--- config.mk ---
export PLATFORM = sky130hd
export DESIGN_NAME = skp_skip_unit
export DESIGN_NICKNAME = d
export VERILOG_FILES = /design/src/skp_top_note_placeholder.sv /design/src/skp_pkg.sv /design/src/skp_skip_unit.sv /design/src/skp_standby_flag.sv
export VERILOG_INCLUDE_DIRS = /design/src
export SDC_FILE = /design/constraint.sdc
export NUM_CORES = 1
export LEC_CHECK = 0
export BUFFER_PORTS_ARGS = -buffer_cell sky130_fd_sc_hd__buf_4
export CAP_MARGIN = 20
export CORE_AREA = 2 2 39 41
export DETAILED_ROUTE_END_ITERATION = 6
export DIE_AREA = 0 0 41 43
export GPL_TIMING_DRIVEN = 0
export PLACE_DENSITY = 0.52
export SLEW_MARGIN = 15
export SYNTH_ARGS = -nofsm -noshare
export SYNTH_HDL_FRONTEND = slang
export SYNTH_SLANG_ARGS = --single-unit
--- constraint.sdc ---
create_clock -name mclk -period 2.5 [get_ports mclk]
set_clock_uncertainty 0.05 [all_clocks]
set_input_delay 0.5 -clock mclk [delete_from_list [all_inputs] [get_ports mclk]]
set_output_delay 0.5 -clock mclk [all_outputs]
set_load 0.01 [all_outputs]
--- src/skp_defs.svh ---
`ifndef SKP_DEFS_SVH
`define SKP_DEFS_SVH

`define SKP_CTRL_WIDTH 4
`define SKP_POL_BIT 2
`define SKP_FLAG_RST 1'b0
`define SKP_TEST_CYCLES 1

`endif

--- src/skp_top_note_placeholder.sv ---
`timescale 1ns/1ps
`default_nettype none
`default_nettype wire

--- src/skp_pkg.sv ---
package skp_pkg;

	typedef enum logic [1:0] {
		SKP_OP_NONE,
		SKP_OP_EXT0,
		SKP_OP_EXT1,
		SKP_OP_STANDBY
	} skp_op_t;

	typedef enum logic {
		SKP_RUN,
		SKP_DROP
	} skp_state_t;

	// Level match shared by both pin tests
	function automatic logic skp_level_hit(input logic pin, input logic sel);
		skp_level_hit = sel ? pin : ~pin;
	endfunction : skp_level_hit

endpackage : skp_pkg

--- src/skp_skip_unit.sv ---
`timescale 1ns/1ps
`default_nettype none
`include "skp_defs.svh"

module skp_skip_unit
	import skp_pkg::*;
(
	// Clock and reset
	input wire logic mclk,
	input wire logic sys_rst,
	// Instruction slot from the sequencer
	input wire logic insn_valid,
	input wire skp_op_t insn_op,
	// Interrupt control registers
	input wire logic [`SKP_CTRL_WIDTH-1:0] ext0_control_reg,
	input wire logic [`SKP_CTRL_WIDTH-1:0] ext1_control_reg,
	// External interrupt pins
	input wire logic ext_irq0_pin,
	input wire logic ext_irq1_pin,
	// Standby return flag control
	input wire logic standby_enter,
	input wire logic standby_flag_clear,
	// Answer to the sequencer
	output logic squash_active,
	output logic skip_taken,
	output logic test_done,
	output logic standby_return_flag
);

	////////////////////////////////////////////////////////////////////////

	skp_state_t state;
	skp_state_t next_state;
	logic flag_q;
	logic ext0_level_select;
	logic ext1_level_select;
	logic ext0_hit;
	logic ext1_hit;
	logic live_slot;
	logic cond_hit;
	logic next_skip;
	logic next_test_done;

	skp_standby_flag u_flag (
		.mclk(mclk),
		.sys_rst(sys_rst),
		.flag_set(standby_enter),
		.flag_clear(standby_flag_clear),
		.flag(flag_q)
	);

	////////////////////////////////////////////////////////////////////////

	assign ext0_level_select = ext0_control_reg[`SKP_POL_BIT];
	assign ext1_level_select = ext1_control_reg[`SKP_POL_BIT];
	assign ext0_hit = skp_level_hit(ext_irq0_pin, ext0_level_select);
	assign ext1_hit = skp_level_hit(ext_irq1_pin, ext1_level_select);

	// A squashed skip instruction must not test, or skips would chain
	assign live_slot = insn_valid && (state == SKP_RUN);

	assign cond_hit = (insn_op == SKP_OP_EXT0) ? ext0_hit :
		(insn_op == SKP_OP_EXT1) ? ext1_hit :
		(insn_op == SKP_OP_STANDBY) ? flag_q : 1'b0;

	assign next_skip = live_slot && cond_hit;
	assign next_test_done = live_slot && (insn_op != SKP_OP_NONE);

	always_comb
	begin
		next_state = state;
		case (state)
			SKP_RUN:
			begin
				if (next_skip)
					next_state = SKP_DROP;
			end
			SKP_DROP:
			begin
				// Word is fetched and dropped, the counter still moves on
				if (insn_valid)
					next_state = SKP_RUN;
			end
			default:
			begin
				next_state = SKP_RUN;
			end
		endcase
	end

	////////////////////////////////////////////////////////////////////////

	always_ff @(posedge mclk or posedge sys_rst)
	begin
		if (sys_rst)
		begin
			state <= SKP_RUN;
			squash_active <= 1'b0;
			skip_taken <= 1'b0;
			test_done <= 1'b0;
			standby_return_flag <= `SKP_FLAG_RST;
		end
		else
		begin
			state <= next_state;
			squash_active <= (next_state == SKP_DROP);
			skip_taken <= next_skip;
			test_done <= next_test_done;
			standby_return_flag <= flag_q;
		end
	end
endmodule : skp_skip_unit
`default_nettype wire

--- src/skp_standby_flag.sv ---
`timescale 1ns/1ps
`default_nettype none
`include "skp_defs.svh"

module skp_standby_flag
	import skp_pkg::*;
(
	// Clock and reset
	input wire logic mclk,
	input wire logic sys_rst,
	// Flag control
	input wire logic flag_set,
	input wire logic flag_clear,
	// Flag state
	output logic flag
);

	logic next_flag;

	// Set wins so a wake-up never gets lost under a clear
	assign next_flag = flag_set ? 1'b1 : (flag_clear ? 1'b0 : flag);

	always_ff @(posedge mclk or posedge sys_rst)
	begin
		if (sys_rst)
			flag <= `SKP_FLAG_RST;
		else
			flag <= next_flag;
	end

endmodule : skp_standby_flag
`default_nettype wire

==> impl_metrics.env, run 1 <==
export IMPL_status="completed"
export IMPL_critPathBufInv=1
export IMPL_r2r_end="state$_DFF_PP0_"
export IMPL_worstMarginPinSlew_ps=256
export IMPL_ys_types=10
export IMPL_clk_latency_ps=240
export IMPL_avgViaCountPerCell=3.78
export IMPL_cts_setup_buffers=0
export IMPL_cts_root_buf="clkbuf_4"
export IMPL_cp_start_kind="flop"
export IMPL_drt_initial_drc_count=5
export IMPL_dieArea_um2=1760
export IMPL_cpLargestDelayFamily="flip-flops"
export IMPL_setup_viol=0
export IMPL_grt_max_degree=6
export IMPL_clock_sinks=5
export IMPL_cp_slowest_cell="dfrtp_1"
export IMPL_hold_viol=0
export IMPL_htreeDepth=1
export IMPL_drive_gt1_share_pct=47.4
export IMPL_slew_violations=0
export IMPL_route_detailed_drc=0
export IMPL_cp_max_fo=3
export IMPL_ir_drop_v=0.000130
export IMPL_power_density_nw_per_um2=619
export IMPL_final_seq_area_um2=125
export IMPL_slew_headroom_pct=82.9
export IMPL_path_clk_slew_ps=40
export IMPL_syn_num_nets=37
export IMPL_vias=204
export IMPL_dp_cells=50
export IMPL_p_leak_nw=0.187
export IMPL_critPathRequiredTime_ps=1950
export IMPL_syn2layout_area_growth_pct=69.9
export IMPL_crit_path_end_kind="output pin"
export IMPL_stdcell_count=54
export IMPL_ant_nets=0
export IMPL_grt_first_pass_wirelength_um=662
export IMPL_netlist_instances=20
export IMPL_clock_fmax_ghz=0.753
export IMPL_drt_wirelength_per_cell_um=8.37
export IMPL_clockBufferDepth=2
export IMPL_post_cts_resized=0
export IMPL_final_util_pct=26.6
export IMPL_cp_data_arrival_time_ps=780
export IMPL_die_h_um=43
export IMPL_switchingPower_mw=0.0518
export IMPL_hold_ws_ps=106
export IMPL_dp_hpwl_um=380
export IMPL_fp_coreArea_um2=1380
export IMPL_diodes=0
export IMPL_r2r_cells=2
export IMPL_pwr_share_clk_pct=39.2
export IMPL_drv_cap=0
export IMPL_hp_class="in -> async"
export IMPL_rsz0062_at_grt="no"
export IMPL_fillCellCount=157
export IMPL_wirelength_um=452
export IMPL_reg2reg_slack_ps=1450
export IMPL_yosysSeqAreaShare_pct=57.8
export IMPL_cp_cell_sequence="buf_4"
export IMPL_cts_hold_buf=0
export IMPL_max_stage_delay_ps=390
export IMPL_tns_ps=0
export IMPL_r2r_start="state$_DFF_PP0_"
export IMPL_io_buffer_count=14
export IMPL_switching_share_pct=22.8
export IMPL_numCtsBuffers=3
export IMPL_avgSynthCellArea_um2=10.8
export IMPL_rows=14
export IMPL_ys_warn_count=0
export IMPL_fin_crit_sh_pct=53.1
export IMPL_syn_area_um2=216
export IMPL_dr_pass1_iters=2
export IMPL_chipWidth_um=41
export IMPL_min_period_ps=1330
export IMPL_antenna_found_initial=0
export IMPL_total_power_mw=0.228
export IMPL_grt_pass1_vias=182
export IMPL_internal_power_mw=0.176
export IMPL_start_util_pct=15.6
export IMPL_cts_tree="done"
export IMPL_comb_power_share_pct=19.9
export IMPL_fin_nets=56
export IMPL_crit_type="reg -> out"
export IMPL_ys_ff_latch=5
export IMPL_multi_input_area_um2=83.8
export IMPL_gp_congestion=0.616
export IMPL_pwr_share_seq_pct=40.9
export IMPL_io_pins=21
export IMPL_grt_usage_pct=6.46
export IMPL_grt_overflow=0
## cells in the final DEF (no fill, tap or decap), drive strengths merged
master	synthesis	routed
clkbuf	0	4
inv	2	2
xnor2	2	2
nor2	4	4
nand2b	2	2
dfrtp	5	5
a21oi	1	1
nand2	1	1
o41ai	1	1
buf	0	14
a21o	1	1
nor4	1	1
## worst max-delay path by stage
stage                                    from               to  slack, ps  cells after the start
after floorplan           ext1_control_reg[2]  state$_DFF_PP0_       1350                      3
after global placement    ext1_control_reg[2]  state$_DFF_PP0_       1180                      4
after detailed placement  ext1_control_reg[2]  state$_DFF_PP0_       1180                      4
after CTS                     state$_DFF_PP0_    squash_active       1160                      1
after global routing          state$_DFF_PP0_    squash_active       1140                      1
final                         state$_DFF_PP0_    squash_active       1170                      1
## power by group through the flow
| stage | sequential, mW | clock (mW) | combinational (mW) |
|---|---|---|---|
| final | 0.0931 | 0.0892 | 0.0453 |
| after floorplan | 0.0968 | 0 | 0.0162 |
| after detailed placement | 0.0943 | 0 | 0.0458 |
| after CTS | 0.0931 | 0.0942 | 0.0459 |
| after global routing | 0.0940 | 0.101 | 0.0496 |
| after global placement | 0.0943 | 0 | 0.0451 |
## metal layers
| metal | GRT usage, % | wire length [um] | vias up |
|---|---|---|---|
| li1 | - | - | 100 |
| met4 | 8.00 | 25 | 0 |
| met5 | 0 | 0 | - |
| met2 | 6.88 | 156 | 17 |
| met3 | 4.71 | 82 | 4 |
| met1 | 6.89 | 187 | 83 |
## through the flow
stage,area (um^2),setup slack (ps)
floorplan,216,1350
global placement,342,1180
detailed placement,342,1180
CTS,368,1160
global route,368,1140
finish,368,1170
## registers in the layout, indices dropped and copies added, names as in the netlist
name                 count
skip_taken               1
standby_return_flag      1
state                    1
test_done                1
u_flag.flag              1
## cell type report
class,instances,share of cell area (%)
multi-input cells,13,22.8
well taps,16,5.44
clock buffers,4,7.14
repair buffers,14,28.6
inverters,2,2.04
flip-flops and latches,5,34.0
## Yosys cell counts
library cell	number	area (um^2)
dfrtp_1	5	125
a21o_1	1	7.51
nor2_1	4	15.0
nand2b_1	2	12.5
nand2_1	1	3.75
o41ai_2	1	16.3
a21oi_1	1	5.00
nor4_1	1	6.26
xnor2_1	2	17.5
inv_1	2	7.51
## cell families after synthesis
logic type | share of synthesized area [%]
flip-flops | 57.8
XOR/XNOR | 8.09
AND/OR/NAND/NOR | 17.3
buffers and inverters | 3.47
AO/OA/AOI/OAI | 13.3
(Power assumes the default switching activity.)
==> inputs of run 2 (changes only) <==
- clock period: 2.5 -> 1.3 ns (I/O delays scaled with it)
==> run 2 against run 1 <==
Compared with the run above: cell count rose by 1.9%; largest cell class unchanged; cell area rose by 2.7%; sequential share of layout area fell by 0.90 points; clock power rose by 93%; combinational power rose by 98%; power rose by 93%; sequential power rose by 92%; utilization rose by 0.72 points.
==> impl_metrics.env, run 2 (synthesis gave the netlist of run 1 again) <==
export IMPL_dieArea_um2=1760
export IMPL_pwr_share_clk_pct=39.0
export IMPL_slew_violations=0
export IMPL_gp_congestion=0.616
export IMPL_clock_fmax_ghz=0.920
export IMPL_drv_cap=0
export IMPL_wirelength_um=461
export IMPL_fin_crit_sh_pct=83.7
export IMPL_cpLargestDelayFamily="flip-flops"
export IMPL_drt_initial_drc_count=5
export IMPL_cp_cell_sequence="buf_4"
export IMPL_grt_overflow=0
export IMPL_path_clk_slew_ps=40
export IMPL_cts_hold_buf=1
export IMPL_post_cts_resized=0
export IMPL_cp_num_cells=1
export IMPL_fin_nets=57
export IMPL_pwr_share_seq_pct=40.7
export IMPL_total_power_mw=0.440
export IMPL_io_pins=21
export IMPL_grt_max_degree=6
export IMPL_cp_slowest_cell="dfrtp_1"
export IMPL_dp_hpwl_um=380
export IMPL_clock_sinks=5
export IMPL_io_buffer_count=14
export IMPL_setup_ws_ps=213
export IMPL_cts_root_buf="clkbuf_4"
export IMPL_rsz0062_at_grt="no"
export IMPL_drt_wirelength_per_cell_um=8.38
export IMPL_clk_latency_ps=240
export IMPL_switching_share_pct=22.8
export IMPL_die_h_um=43
export IMPL_dr_pass1_iters=2
export IMPL_clockBufferDepth=2
export IMPL_max_stage_delay_ps=390
export IMPL_grt_first_pass_wirelength_um=690
export IMPL_hp_class="in -> reg"
export IMPL_avgViaCountPerCell=3.75
export IMPL_grt_pass1_vias=187
export IMPL_switchingPower_mw=0.100
export IMPL_antenna_found_initial=0
export IMPL_syn2layout_area_growth_pct=74.6
export IMPL_internal_power_mw=0.340
export IMPL_chipWidth_um=41
export IMPL_ant_nets=0
export IMPL_numCtsBuffers=3
export IMPL_cp_start_kind="flop"
export IMPL_comb_power_share_pct=20.4
export IMPL_min_period_ps=1090
export IMPL_grt_usage_pct=6.67
export IMPL_start_util_pct=15.6
export IMPL_critPathBufInv=1
export IMPL_tns_ps=0
export IMPL_slew_headroom_pct=82.9
export IMPL_vias=206
export IMPL_hold_viol=0
export IMPL_dpl_worst_slack_ps=219
export IMPL_crit_type="reg -> out"
export IMPL_r2r_cells=2
export IMPL_critPathRequiredTime_ps=990
export IMPL_setup_viol=0
export IMPL_power_density_nw_per_um2=1170
export IMPL_drive_gt1_share_pct=46.2
export IMPL_holdPathStages=2
export IMPL_worstMarginPinSlew_ps=256
export IMPL_final_cell_mix="14 x buf_4, 5 x dfrtp_1, 4 x nor2_1"
export IMPL_cts_setup_buffers=0
export IMPL_route_detailed_drc=0
export IMPL_ir_drop_v=0.000250
export IMPL_diodes=0
export IMPL_p_leak_nw=0.192
export IMPL_layout_commonest_cell="buf_4"
export IMPL_cts_tree="done"
export IMPL_htreeDepth=1
export IMPL_fp_coreArea_um2=1380
export IMPL_hold_ws_ps=159
export IMPL_status="completed"
export IMPL_fillCellCount=157
export IMPL_cp_max_fo=3
export IMPL_rows=14
export IMPL_cp_data_arrival_time_ps=780
export IMPL_crit_path_end_kind="output pin"
run 2: changes by cell type in the layout (fill, tap and decap cells not counted), sizes merged:
| cell | change |
|---|---|
| dlygate4sd3 | +1 |
run 2: area by class of cell:
class	instances	area, um^2	share of cell area [%]
timing repair buffer	15	115	30.5
multi-input combinational	13	83.8	22.2
tap	16	20.0	5.30
clock buffer	4	26.3	6.95
inverter	2	7.51	1.99
sequential	5	125	33.1
run 2: stage by stage:
step | utilization (%) | instance area [um^2] | instances
after floorplan | - | 216 | 20
after global placement | 24.7 | 342 | 50
after detailed placement | 24.7 | 342 | 50
after CTS | 27.3 | 378 | 55
after global routing | 27.3 | 378 | 55
final | 27.3 | 378 | 55
run 2: worst paths after layout:
path                                          from                             to  slack [ps]
setup / recovery                   state$_DFF_PP0_                  squash_active         210
hold / removal                       standby_enter        u_flag.flag$_DFFE_PP0P_         160
setup reg to reg                   state$_DFF_PP0_                state$_DFF_PP0_         250
hold reg to reg            u_flag.flag$_DFFE_PP0P_  standby_return_flag$_DFF_PP0_         370
max in group asynchronous                  sys_rst            test_done$_DFF_PP0_         620
min in group asynchronous                  sys_rst        u_flag.flag$_DFFE_PP0P_         420
run 2: metal layers:
metal  global-route usage, %  vias to the layer above  share of wire (%)
met1                    6.89                       83                 42
met2                    7.50                       17                 34
met4                    8.00                        0                5.4
met5                       0                        -                  0
met3                    4.71                        4                 18
li1                        -                      102                  -
run 2: worst reg2reg max path, stage by stage, from the launching register on:
cell      delay, ps
dfrtp_1         390
nand2b_1        190
o41ai_2         320
run 2: power groups by stage:
stage	combinational [mW]	clock (mW)	sequential (mW)
6_report	0.0897	0.172	0.179
3_3_place_gp	0.0868	0	0.181
2_1_floorplan	0.0311	0	0.186
3_5_place_dp	0.0882	0	0.181
4_1_cts	0.0907	0.181	0.179
5_1_grt	0.0984	0.194	0.181
